$ cat src/inc/atf_defines.svh
// register map, field positions, limits and command codes of the task-file control block
`ifndef ATF_DEFINES_SVH
`define ATF_DEFINES_SVH

`define ATF_OFF_FEATURE 8'h00
`define ATF_OFF_SECCNT 8'h04
`define ATF_OFF_SECNUM 8'h08
`define ATF_OFF_CYL 8'h0C
`define ATF_OFF_DRVHEAD 8'h10
`define ATF_OFF_COMMAND 8'h14
`define ATF_OFF_STATUS 8'h18
`define ATF_OFF_HOSTCTL 8'h1C
`define ATF_OFF_ECHO 8'h20
`define ATF_OFF_CONFIG 8'h24
`define ATF_OFF_POWER 8'h28

`define ATF_HC_SOFT_RESET_BIT 2
`define ATF_HC_IRQ_DISABLE_BIT 1
`define ATF_ST_BSY 7
`define ATF_ST_DRDY 6
`define ATF_ST_DSC 4
`define ATF_ST_DRQ 3
`define ATF_ST_ERR 0
`define ATF_DH_DRV 4

`define ATF_RST_BYTE 8'h00
`define ATF_RST_CYL 16'h0000
`define ATF_RST_SECNUM 8'h01
`define ATF_SN_MIN 8'h01
`define ATF_SN_MAX 8'h20
`define ATF_HD_MAX 4'h3
`define ATF_SC_FULL 9'h100
`define ATF_PWR_AWAKE_SC 8'hFF
`define ATF_PWR_ASLEEP_SC 8'h00
`define ATF_RESP_OKAY 2'b00
`define ATF_RESP_DECERR 2'b11

`define ATF_CMD_RD_A 8'h20
`define ATF_CMD_RD_B 8'h21
`define ATF_CMD_RDL_A 8'h22
`define ATF_CMD_RDL_B 8'h23
`define ATF_CMD_RDV_A 8'h40
`define ATF_CMD_RDV_B 8'h41
`define ATF_CMD_RDM 8'hC4
`define ATF_CMD_WR_A 8'h30
`define ATF_CMD_WR_B 8'h31
`define ATF_CMD_WRL_A 8'h32
`define ATF_CMD_WRL_B 8'h33
`define ATF_CMD_WRNE 8'h38
`define ATF_CMD_WRV 8'h3C
`define ATF_CMD_WRM 8'hC5
`define ATF_CMD_WRMNE 8'hCD
`define ATF_CMD_ERASE 8'hC0
`define ATF_CMD_FORMAT 8'h50
`define ATF_CMD_IDENT 8'hEC
`define ATF_CMD_DIAG 8'h90
`define ATF_CMD_PCHK_A 8'hE5
`define ATF_CMD_PCHK_B 8'h98
`define ATF_CMD_IDLE_A 8'hE3
`define ATF_CMD_IDLE_B 8'h97
`define ATF_CMD_IDLEI_A 8'hE1
`define ATF_CMD_IDLEI_B 8'h95
`define ATF_CMD_STBY_A 8'hE2
`define ATF_CMD_STBY_B 8'h96
`define ATF_CMD_STBYI_A 8'hE0
`define ATF_CMD_STBYI_B 8'h94
`define ATF_CMD_SLEEP_A 8'hE6
`define ATF_CMD_SLEEP_B 8'h99
`define ATF_CMD_FEAT 8'hEF
`define ATF_CMD_INITP 8'h91
`define ATF_CMD_RDBUF 8'hE4
`define ATF_CMD_WRBUF 8'hE8
`define ATF_CMD_SENSE 8'h03
`define ATF_CMD_SETMUL 8'hC6
`define ATF_CMD_XLATE 8'h87
`define ATF_CMD_WEAR 8'hF5
`define ATF_CMD_RECAL_HI 4'h1
`define ATF_CMD_SEEK_HI 4'h7

`endif

$ cat src/inc/atf_pkg.sv
// types shared by the task-file control block
package atf_pkg;
	typedef enum logic [1:0] {
		ATF_ST_READY = 2'b00,
		ATF_ST_BUSY = 2'b01,
		ATF_ST_RESET = 2'b10
	} atf_state_t;

	typedef enum logic [3:0] {
		ATF_K_NONE = 4'h0,
		ATF_K_READ = 4'h1,
		ATF_K_WRITE = 4'h2,
		ATF_K_ERASE = 4'h3,
		ATF_K_FORMAT = 4'h4,
		ATF_K_IDENT = 4'h5,
		ATF_K_DIAG = 4'h6,
		ATF_K_PCHECK = 4'h7,
		ATF_K_PIDLE = 4'h8,
		ATF_K_PSTBY = 4'h9,
		ATF_K_PSLEEP = 4'hA,
		ATF_K_NOP = 4'hB
	} atf_kind_t;

	typedef enum logic [1:0] {
		ATF_PWR_ACTIVE = 2'b00,
		ATF_PWR_IDLE = 2'b01,
		ATF_PWR_STANDBY = 2'b10,
		ATF_PWR_SLEEP = 2'b11
	} atf_power_t;

	typedef struct packed {
		logic valid;
		atf_kind_t kind;
		logic uses_sn;
		logic uses_hd;
	} atf_decode_t;

	typedef struct packed {
		atf_kind_t kind;
		logic drive;
		logic [3:0] head;
		logic [15:0] cylinder;
		logic [7:0] sector;
		logic [8:0] count;
	} atf_op_req_t;
endpackage

$ cat src/logic/atf_task_file.sv
// task-file command decoder, host control and status with an AXI4-Lite register slave
//
// Decided for this implementation: the register offsets and the AXI4-Lite interface to the registers.
`timescale 1ns/1ns
`include "atf_defines.svh"

module atf_task_file (
	// clock and reset
	input wire logic aclk,
	input wire logic aresetn,
	// axi4-lite write address and data
	input wire logic [7:0] s_axi_awaddr,
	input wire logic s_axi_awvalid,
	output logic s_axi_awready,
	input wire logic [31:0] s_axi_wdata,
	input wire logic [3:0] s_axi_wstrb,
	input wire logic s_axi_wvalid,
	output logic s_axi_wready,
	// axi4-lite write response
	output logic [1:0] s_axi_bresp,
	output logic s_axi_bvalid,
	input wire logic s_axi_bready,
	// axi4-lite read
	input wire logic [7:0] s_axi_araddr,
	input wire logic s_axi_arvalid,
	output logic s_axi_arready,
	output logic [31:0] s_axi_rdata,
	output logic [1:0] s_axi_rresp,
	output logic s_axi_rvalid,
	input wire logic s_axi_rready,
	// media engine dispatch
	output logic op_start,
	output atf_pkg::atf_op_req_t op_req,
	input wire logic op_done,
	input wire logic op_error,
	// card interrupt request
	output logic card_irq_request_n
);
	atf_pkg::atf_state_t state_reg;
	atf_pkg::atf_power_t power_reg;
	atf_pkg::atf_op_req_t op_req_reg;
	atf_pkg::atf_decode_t dec;
	logic awready_reg, wready_reg, bvalid_reg, arready_reg, rvalid_reg, op_start_reg, irq_n_reg;
	logic [1:0] bresp_reg, rresp_reg;
	logic [31:0] rdata_reg, wdata_reg;
	logic [7:0] awaddr_reg;
	logic [3:0] wstrb_reg;
	logic [7:0] feature_reg, seccnt_reg, secnum_reg, drvhead_reg, config_reg;
	logic [15:0] cyl_reg;
	logic irq_disable_reg, err_reg, drq_reg, irq_pend_reg;
	logic wr_fire, rd_fire, hc_write, cmd_write, range_ok, cmd_ok, backend_kind, tf_write_ok, status_read;
	logic [7:0] echo_val;
	logic [8:0] count_val;

	// command table; the X-nibble codes match on the high nibble only
	function automatic atf_pkg::atf_decode_t decode(input logic [7:0] code);
		atf_pkg::atf_decode_t d;
		d = '{valid: 1'b1, kind: atf_pkg::ATF_K_NOP, uses_sn: 1'b0, uses_hd: 1'b0};
		case (code)
			`ATF_CMD_RD_A, `ATF_CMD_RD_B, `ATF_CMD_RDL_A, `ATF_CMD_RDL_B, `ATF_CMD_RDV_A, `ATF_CMD_RDV_B,
			`ATF_CMD_RDM: begin
				d.kind = atf_pkg::ATF_K_READ;
				d.uses_sn = 1'b1;
				d.uses_hd = 1'b1;
			end
			`ATF_CMD_WR_A, `ATF_CMD_WR_B, `ATF_CMD_WRL_A, `ATF_CMD_WRL_B, `ATF_CMD_WRNE, `ATF_CMD_WRV,
			`ATF_CMD_WRM, `ATF_CMD_WRMNE: begin
				d.kind = atf_pkg::ATF_K_WRITE;
				d.uses_sn = 1'b1;
				d.uses_hd = 1'b1;
			end
			`ATF_CMD_ERASE: begin
				d.kind = atf_pkg::ATF_K_ERASE;
				d.uses_sn = 1'b1;
				d.uses_hd = 1'b1;
			end
			`ATF_CMD_FORMAT: begin
				d.kind = atf_pkg::ATF_K_FORMAT;
				d.uses_hd = 1'b1;
			end
			`ATF_CMD_XLATE: begin
				d.uses_sn = 1'b1;
				d.uses_hd = 1'b1;
			end
			`ATF_CMD_IDENT: d.kind = atf_pkg::ATF_K_IDENT;
			`ATF_CMD_DIAG: d.kind = atf_pkg::ATF_K_DIAG;
			`ATF_CMD_PCHK_A, `ATF_CMD_PCHK_B: d.kind = atf_pkg::ATF_K_PCHECK;
			`ATF_CMD_IDLE_A, `ATF_CMD_IDLE_B, `ATF_CMD_IDLEI_A, `ATF_CMD_IDLEI_B: d.kind = atf_pkg::ATF_K_PIDLE;
			`ATF_CMD_STBY_A, `ATF_CMD_STBY_B, `ATF_CMD_STBYI_A, `ATF_CMD_STBYI_B: d.kind = atf_pkg::ATF_K_PSTBY;
			`ATF_CMD_SLEEP_A, `ATF_CMD_SLEEP_B: d.kind = atf_pkg::ATF_K_PSLEEP;
			`ATF_CMD_INITP, `ATF_CMD_WEAR: d.uses_hd = 1'b1;
			`ATF_CMD_FEAT, `ATF_CMD_RDBUF, `ATF_CMD_WRBUF, `ATF_CMD_SENSE, `ATF_CMD_SETMUL: d.kind = atf_pkg::ATF_K_NOP;
			default: begin
				if (code[7:4] == `ATF_CMD_SEEK_HI) begin
					d.uses_sn = 1'b1;
					d.uses_hd = 1'b1;
				end else if (code[7:4] != `ATF_CMD_RECAL_HI) begin
					d.valid = 1'b0;
					d.kind = atf_pkg::ATF_K_NONE;
				end
			end
		endcase
		return d;
	endfunction

	// bus events and command checks
	assign wr_fire = !awready_reg && !wready_reg && !bvalid_reg;
	assign rd_fire = s_axi_arvalid && arready_reg;
	assign hc_write = wr_fire && awaddr_reg == `ATF_OFF_HOSTCTL && wstrb_reg[0];
	assign cmd_write = wr_fire && awaddr_reg == `ATF_OFF_COMMAND && wstrb_reg[0] && state_reg == atf_pkg::ATF_ST_READY;
	assign dec = decode(wdata_reg[7:0]);
	assign range_ok = !(dec.uses_sn && (secnum_reg < `ATF_SN_MIN || secnum_reg > `ATF_SN_MAX))
		&& !(dec.uses_hd && drvhead_reg[3:0] > `ATF_HD_MAX);
	assign cmd_ok = dec.valid && range_ok;
	assign backend_kind = dec.kind inside {atf_pkg::ATF_K_READ, atf_pkg::ATF_K_WRITE, atf_pkg::ATF_K_ERASE,
		atf_pkg::ATF_K_FORMAT, atf_pkg::ATF_K_IDENT, atf_pkg::ATF_K_DIAG};
	// task-file writes only land while ready, so a busy card keeps its parameters
	assign tf_write_ok = wr_fire && state_reg == atf_pkg::ATF_ST_READY;
	assign status_read = rd_fire && s_axi_araddr == `ATF_OFF_STATUS;
	// zero count stands for a full 256-sector run on data transfers
	assign count_val = (seccnt_reg == `ATF_RST_BYTE && dec.kind inside {atf_pkg::ATF_K_READ, atf_pkg::ATF_K_WRITE})
		? `ATF_SC_FULL : {1'b0, seccnt_reg};
	// undefined echo bits read as zero
	assign echo_val = {2'b00, ~drvhead_reg[3:0], 2'b00};

	// write address and data channels, taken in either order
	always_ff @(posedge aclk) begin
		if (!aresetn) begin
			awready_reg <= 1'b1;
			wready_reg <= 1'b1;
			awaddr_reg <= `ATF_RST_BYTE;
			wdata_reg <= 32'h0000_0000;
			wstrb_reg <= 4'h0;
		end else begin
			if (s_axi_awvalid && awready_reg) begin
				awready_reg <= 1'b0;
				awaddr_reg <= s_axi_awaddr;
			end else if (bvalid_reg && s_axi_bready) begin
				awready_reg <= 1'b1;
			end
			if (s_axi_wvalid && wready_reg) begin
				wready_reg <= 1'b0;
				wdata_reg <= s_axi_wdata;
				wstrb_reg <= s_axi_wstrb;
			end else if (bvalid_reg && s_axi_bready) begin
				wready_reg <= 1'b1;
			end
		end
	end

	// write response; read-only and unmapped offsets answer decode error
	always_ff @(posedge aclk) begin
		if (!aresetn) begin
			bvalid_reg <= 1'b0;
			bresp_reg <= `ATF_RESP_OKAY;
		end else if (wr_fire) begin
			bvalid_reg <= 1'b1;
			case (awaddr_reg)
				`ATF_OFF_FEATURE, `ATF_OFF_SECCNT, `ATF_OFF_SECNUM, `ATF_OFF_CYL, `ATF_OFF_DRVHEAD,
				`ATF_OFF_COMMAND, `ATF_OFF_HOSTCTL, `ATF_OFF_CONFIG: bresp_reg <= `ATF_RESP_OKAY;
				default: bresp_reg <= `ATF_RESP_DECERR;
			endcase
		end else if (s_axi_bready) begin
			bvalid_reg <= 1'b0;
		end
	end

	// read channel; status shows only busy while busy or in reset
	always_ff @(posedge aclk) begin
		if (!aresetn) begin
			arready_reg <= 1'b1;
			rvalid_reg <= 1'b0;
			rdata_reg <= 32'h0000_0000;
			rresp_reg <= `ATF_RESP_OKAY;
		end else if (rd_fire) begin
			arready_reg <= 1'b0;
			rvalid_reg <= 1'b1;
			rresp_reg <= `ATF_RESP_OKAY;
			rdata_reg <= 32'h0000_0000;
			case (s_axi_araddr)
				`ATF_OFF_FEATURE: rdata_reg[7:0] <= feature_reg;
				`ATF_OFF_SECCNT: rdata_reg[7:0] <= seccnt_reg;
				`ATF_OFF_SECNUM: rdata_reg[7:0] <= secnum_reg;
				`ATF_OFF_CYL: rdata_reg[15:0] <= cyl_reg;
				`ATF_OFF_DRVHEAD: rdata_reg[7:0] <= drvhead_reg;
				`ATF_OFF_ECHO: rdata_reg[7:0] <= echo_val;
				`ATF_OFF_CONFIG: rdata_reg[7:0] <= config_reg;
				`ATF_OFF_POWER: rdata_reg[1:0] <= power_reg;
				`ATF_OFF_COMMAND, `ATF_OFF_HOSTCTL: rdata_reg <= 32'h0000_0000;
				`ATF_OFF_STATUS: begin
					if (state_reg != atf_pkg::ATF_ST_READY) begin
						rdata_reg[`ATF_ST_BSY] <= 1'b1;
					end else begin
						rdata_reg[`ATF_ST_DRDY] <= 1'b1;
						rdata_reg[`ATF_ST_DSC] <= 1'b1;
						rdata_reg[`ATF_ST_DRQ] <= drq_reg;
						rdata_reg[`ATF_ST_ERR] <= err_reg;
					end
				end
				default: rresp_reg <= `ATF_RESP_DECERR;
			endcase
		end else if (rvalid_reg && s_axi_rready) begin
			rvalid_reg <= 1'b0;
			arready_reg <= 1'b1;
		end
	end

	// host control: only soft reset and irq disable are kept, the rest is ignored
	always_ff @(posedge aclk) begin
		if (!aresetn) begin
			irq_disable_reg <= 1'b0;
		end else if (hc_write) begin
			irq_disable_reg <= wdata_reg[`ATF_HC_IRQ_DISABLE_BIT];
		end
	end

	// control state: soft reset from any state, held until the bit is written back to zero
	always_ff @(posedge aclk) begin
		if (!aresetn) begin
			state_reg <= atf_pkg::ATF_ST_READY;
		end else begin
			case (state_reg)
				atf_pkg::ATF_ST_READY: begin
					if (hc_write && wdata_reg[`ATF_HC_SOFT_RESET_BIT]) begin
						state_reg <= atf_pkg::ATF_ST_RESET;
					end else if (cmd_write && cmd_ok && backend_kind) begin
						state_reg <= atf_pkg::ATF_ST_BUSY;
					end
				end
				atf_pkg::ATF_ST_BUSY: begin
					if (hc_write && wdata_reg[`ATF_HC_SOFT_RESET_BIT]) begin
						state_reg <= atf_pkg::ATF_ST_RESET;
					end else if (op_done) begin
						state_reg <= atf_pkg::ATF_ST_READY;
					end
				end
				atf_pkg::ATF_ST_RESET: begin
					if (hc_write && !wdata_reg[`ATF_HC_SOFT_RESET_BIT]) begin
						state_reg <= atf_pkg::ATF_ST_READY;
					end
				end
				default: state_reg <= atf_pkg::ATF_ST_READY;
			endcase
		end
	end

	// task-file parameters; soft reset restores them, configuration is left alone
	always_ff @(posedge aclk) begin
		if (!aresetn || state_reg == atf_pkg::ATF_ST_RESET) begin
			feature_reg <= `ATF_RST_BYTE;
			seccnt_reg <= `ATF_RST_BYTE;
			secnum_reg <= `ATF_RST_SECNUM;
			cyl_reg <= `ATF_RST_CYL;
			drvhead_reg <= `ATF_RST_BYTE;
		end else if (cmd_write && cmd_ok && dec.kind == atf_pkg::ATF_K_PCHECK) begin
			// awake modes report FFH, standby and sleep report 00H
			seccnt_reg <= power_reg inside {atf_pkg::ATF_PWR_STANDBY, atf_pkg::ATF_PWR_SLEEP}
				? `ATF_PWR_ASLEEP_SC : `ATF_PWR_AWAKE_SC;
		end else if (tf_write_ok) begin
			if (awaddr_reg == `ATF_OFF_FEATURE && wstrb_reg[0]) feature_reg <= wdata_reg[7:0];
			if (awaddr_reg == `ATF_OFF_SECCNT && wstrb_reg[0]) seccnt_reg <= wdata_reg[7:0];
			if (awaddr_reg == `ATF_OFF_SECNUM && wstrb_reg[0]) secnum_reg <= wdata_reg[7:0];
			if (awaddr_reg == `ATF_OFF_CYL && wstrb_reg[0]) cyl_reg[7:0] <= wdata_reg[7:0];
			if (awaddr_reg == `ATF_OFF_CYL && wstrb_reg[1]) cyl_reg[15:8] <= wdata_reg[15:8];
			if (awaddr_reg == `ATF_OFF_DRVHEAD && wstrb_reg[0]) drvhead_reg <= wdata_reg[7:0];
		end
	end

	// configuration is cleared only by the hardware reset
	always_ff @(posedge aclk) begin
		if (!aresetn) begin
			config_reg <= `ATF_RST_BYTE;
		end else if (wr_fire && awaddr_reg == `ATF_OFF_CONFIG && wstrb_reg[0]) begin
			config_reg <= wdata_reg[7:0];
		end
	end

	// power mode follows the power commands
	always_ff @(posedge aclk) begin
		if (!aresetn) begin
			power_reg <= atf_pkg::ATF_PWR_ACTIVE;
		end else if (cmd_write && cmd_ok) begin
			case (dec.kind)
				atf_pkg::ATF_K_PIDLE: power_reg <= atf_pkg::ATF_PWR_IDLE;
				atf_pkg::ATF_K_PSTBY: power_reg <= atf_pkg::ATF_PWR_STANDBY;
				atf_pkg::ATF_K_PSLEEP: power_reg <= atf_pkg::ATF_PWR_SLEEP;
				atf_pkg::ATF_K_PCHECK, atf_pkg::ATF_K_NOP: power_reg <= power_reg;
				default: power_reg <= atf_pkg::ATF_PWR_ACTIVE;
			endcase
		end
	end

	// error and data-request flags; a new command clears them, a failure sets error
	always_ff @(posedge aclk) begin
		if (!aresetn || state_reg == atf_pkg::ATF_ST_RESET) begin
			err_reg <= 1'b0;
			drq_reg <= 1'b0;
		end else if (cmd_write) begin
			err_reg <= !cmd_ok;
			drq_reg <= 1'b0;
		end else if (state_reg == atf_pkg::ATF_ST_BUSY && op_done) begin
			err_reg <= op_error;
			// read, identify and format-track data move through the data port
			drq_reg <= !op_error && op_req_reg.kind inside {atf_pkg::ATF_K_READ, atf_pkg::ATF_K_IDENT,
				atf_pkg::ATF_K_FORMAT};
		end
	end

	// dispatch to the media engine, one pulse per accepted command
	always_ff @(posedge aclk) begin
		if (!aresetn) begin
			op_start_reg <= 1'b0;
			op_req_reg <= '0;
		end else begin
			op_start_reg <= cmd_write && cmd_ok && backend_kind;
			if (cmd_write && cmd_ok && backend_kind) begin
				op_req_reg.kind <= dec.kind;
				op_req_reg.drive <= drvhead_reg[`ATF_DH_DRV];
				op_req_reg.head <= drvhead_reg[3:0];
				op_req_reg.cylinder <= cyl_reg;
				op_req_reg.sector <= secnum_reg;
				op_req_reg.count <= count_val;
			end
		end
	end

	// pending interrupt: completion sets, status read or new command clears, set wins
	always_ff @(posedge aclk) begin
		if (!aresetn || state_reg == atf_pkg::ATF_ST_RESET) begin
			irq_pend_reg <= 1'b0;
		end else if ((cmd_write && !(cmd_ok && backend_kind)) || (state_reg == atf_pkg::ATF_ST_BUSY && op_done)) begin
			irq_pend_reg <= 1'b1;
		end else if (status_read || cmd_write) begin
			irq_pend_reg <= 1'b0;
		end
	end

	// registered irq pin, so it lags the pending flag by one cycle
	always_ff @(posedge aclk) begin
		if (!aresetn) begin
			irq_n_reg <= 1'b1;
		end else begin
			irq_n_reg <= !(irq_pend_reg && !irq_disable_reg);
		end
	end

	assign s_axi_awready = awready_reg;
	assign s_axi_wready = wready_reg;
	assign s_axi_bvalid = bvalid_reg;
	assign s_axi_bresp = bresp_reg;
	assign s_axi_arready = arready_reg;
	assign s_axi_rvalid = rvalid_reg;
	assign s_axi_rdata = rdata_reg;
	assign s_axi_rresp = rresp_reg;
	assign op_start = op_start_reg;
	assign op_req = op_req_reg;
	assign card_irq_request_n = irq_n_reg;
endmodule

$ cat config.mk
export PLATFORM = sky130hd
export DESIGN_NAME = atf_task_file
export DESIGN_NICKNAME = d
export VERILOG_FILES = /design/src/inc/atf_pkg.sv /design/src/logic/atf_task_file.sv
export VERILOG_INCLUDE_DIRS = /design/src /design/src/inc
export SDC_FILE = /design/constraint.sdc
export NUM_CORES = 1
export LEC_CHECK = 0
export BUFFER_PORTS_ARGS = -buffer_cell sky130_fd_sc_hd__buf_2
export CAP_MARGIN = 20
export CORE_MARGIN = 1
export CORE_UTILIZATION = 55
export DETAILED_ROUTE_END_ITERATION = 8
export MAX_ROUTING_LAYER = met4
export PLACE_DENSITY = 0.8
export SYNTH_ARGS = -nofsm -noshare
export SYNTH_HDL_FRONTEND = slang
export SYNTH_SLANG_ARGS = --single-unit
$ cat constraint.sdc
create_clock -name aclk -period 3.2 [get_ports aclk]
set_clock_uncertainty 0.15 [all_clocks]
set_input_delay 0.96 -clock aclk [delete_from_list [all_inputs] [get_ports aclk]]
set_output_delay 0.96 -clock aclk [all_outputs]
set_load 0.005 [all_outputs]
==> metrics.txt <==
iteration count of the initial detailed-routing pass 5; Slew Limit Fails 0; number of synthesized flops with an enable pin 0; fin crit period 2.89 ns; final hold vios 0; Final #Nets 998; CTS tree done; Clock Latency Late Sink 0.43 ns; die width 117 um; Port Buf Inserts 111; met1 usage 0.376; non-filler cells, final 1122; initial antenna violation count 0; area of the die 13800 sq um; Crit. End Element register; largest net degree at the start of global routing 60; detailed-route wire length 18300 um; asr flop ratio synth 0; distinct cell type count after synthesis 74; busiest grt layer met2; status finished, final reports clean; met3 Use GR 0.0582; DP Cell Count 1090; post-synth top area share 0.430; core area 12800 sq um; Rel. slew slack 0.401; Max Freq 346 MHz; CP arrival 3.10 ns; HPWL after DPL 13000 um; Slew @ Worst Pin 0.896 ns; number of global-route vias before repair 5591; fin crit share 0.904; global router's overall resource usage 0.284; via count 6330; top cell type by total area after synthesis dfxtp_1; CTS Root Cell clkbuf_16; Cell Rows 41; vias per std cell 5.64; Cell Area, Synth 7310 sq um; Placer Congestion 0.968; detailed-route wire length per cell 16.3 um; PwrDens 492 nW/um^2; max FFs per register 42; Storage cell area 3140 sq um; Synth Register Bits 157; IO Count 146; Synth top cells by count 179 x nand2_1, 157 x dfxtp_1, 88 x mux2i_1; met2 Use GR 0.427; Final Setup Violations 0; postcts setup bufs 0; Pwr Total 4.17 mW; DR iter-0 viols 450; Worst Path Required 3.41 ns; chip height 117 um; RSZ-0062 raised after global routing no; Placed Instance Area 7950 sq um; Multi-input gate area 3810 sq um; crit path launch type register; Main synth FF type dfxtp_1; Inserted Diodes 0; hold_buf cts 0; # Max-Cap Violations 0; top cells by area, synth dfxtp_1 43%, mux2i_1 12%, nand2_1 9.2%; Crit Path Max Fanout 30; worst min path class reg -> reg; YS warnings 0; kind of critical path reg -> reg; Clock transition at path regs 0.06 ns; H-tree depth 4; Post-DRT Antenna Nets 0; clk sink count 157; Post-Synthesis Cells 843; cts repair resizes 0; FILL cells 1061; aggregate global routing overflow 0; global-route wire length before repair 28700 um; post-route cell area 8480 sq um; Reg2Reg Setup Slack 0.31 ns; P&R area growth vs syn 16.1%; total CTS buffers 17; clk buf depth 2; register area share after synthesis 0.430; leak pwr 3.37 nW; final setup TNS 0 ns; Initial Util 0.572; Max VDD drop 355 uV; fin util 0.664; DR DRC count 0; Synth Area per Inst 8.67 sq um; share of layout cells above drive strength 1 0.202; most numerous cell in the Yosys netlist nand2_1
cell usage in the layout, fill, tap and decap left out, types with 3 or more instances in the layout:
cell | Yosys | routed
dfxtp_1 | 157 | 157
nand3_1 | 14 | 14
a22oi_1 | 17 | 17
nor3b_1 | 7 | 7
nand3b_1 | 4 | 4
a221oi_1 | 3 | 3
xor2_1 | 3 | 3
nor3_2 | 3 | 3
clkinvlp_4 | 0 | 4
and3_1 | 4 | 4
buf_4 | 18 | 25
nor3_1 | 13 | 13
nor4bb_1 | 4 | 4
nand2b_1 | 4 | 4
a211oi_1 | 3 | 3
conb_1 | 1 | 16
mux2_2 | 6 | 6
clkbuf_16 | 0 | 17
nor2b_1 | 18 | 18
and2_1 | 5 | 5
clkinv_2 | 0 | 3
clkbuf_1 | 40 | 5
o22ai_1 | 3 | 3
o211ai_1 | 6 | 6
o21ai_0 | 12 | 12
nor2_1 | 81 | 81
nor4_1 | 6 | 6
mux2i_1 | 88 | 88
buf_2 | 11 | 110
a31oi_1 | 12 | 12
a21oi_1 | 30 | 30
a22o_1 | 5 | 5
a21boi_0 | 20 | 20
inv_1 | 4 | 4
nand2_1 | 179 | 179
through the flow:
| step | setup WS, ns | hold WS [ns] |
|---|---|---|
| 2_1_floorplan | 0.419 | 0.230 |
| 3_3_place_gp | 0.162 | 0.283 |
| 3_5_place_dp | 0.143 | 0.266 |
| 4_1_cts | 0.320 | 0.289 |
| 5_1_grt | 0.0853 | 0.305 |
| 6_report | 0.308 | 0.295 |
final timing paths:
check | start | end | cells past startpoint
max | wdata_reg[5]$_SDFFE_PN0P_ | op_req[7]$_SDFFE_PN0P_ | 8
min | irq_pend_reg$_SDFFE_PP0P_ | card_irq_request_n$_SDFF_PN1_ | 1
max reg2reg | wdata_reg[5]$_SDFFE_PN0P_ | op_req[7]$_SDFFE_PN0P_ | 8
min reg2reg | irq_pend_reg$_SDFFE_PP0P_ | card_irq_request_n$_SDFF_PN1_ | 1
metal layers:
layer | part of all wire | vias to the layer above
li1 | - | 3083
met1 | 0.45 | 2949
met2 | 0.45 | 262
met3 | 0.079 | 36
met4 | 0.020 | 0
met5 | 0 | -
power breakdown:
group,internal (mW),switching (mW)
Sequential,1.98,0.0492
Combinational,0.111,0.175
Clock,1.07,0.789
worst max-delay path: stages, from the launching register on:
cell and delay, ns:
dfxtp_1 0.86, nor3_1 0.11, o211ai_1 0.29, nand3_1 0.12, nor3_1 0.39, o221ai_4 0.22, nor2_8 0.20, buf_12 0.23
mux2i_1 0.22
cell families after synthesis:
logic type,after synthesis,synth area share
XOR/XNOR,4,0.00479
multiplexers,95,0.133
AO/OA/AOI/OAI,139,0.138
AND/OR/NAND/NOR,366,0.236
buffers and inverters,81,0.0578
flip-flops,157,0.430
other,1,0.000513
area by class of cell:
class / count / area share
multi-input cells: 620 / 0.449
flip-flops and latches: 157 / 0.370
repair buffers: 136 / 0.0894
clock buffers: 22 / 0.0524
well taps: 172 / 0.0254
clock inverters: 10 / 0.0109
inverters: 5 / 0.00221
(Power assumes the default switching activity.)
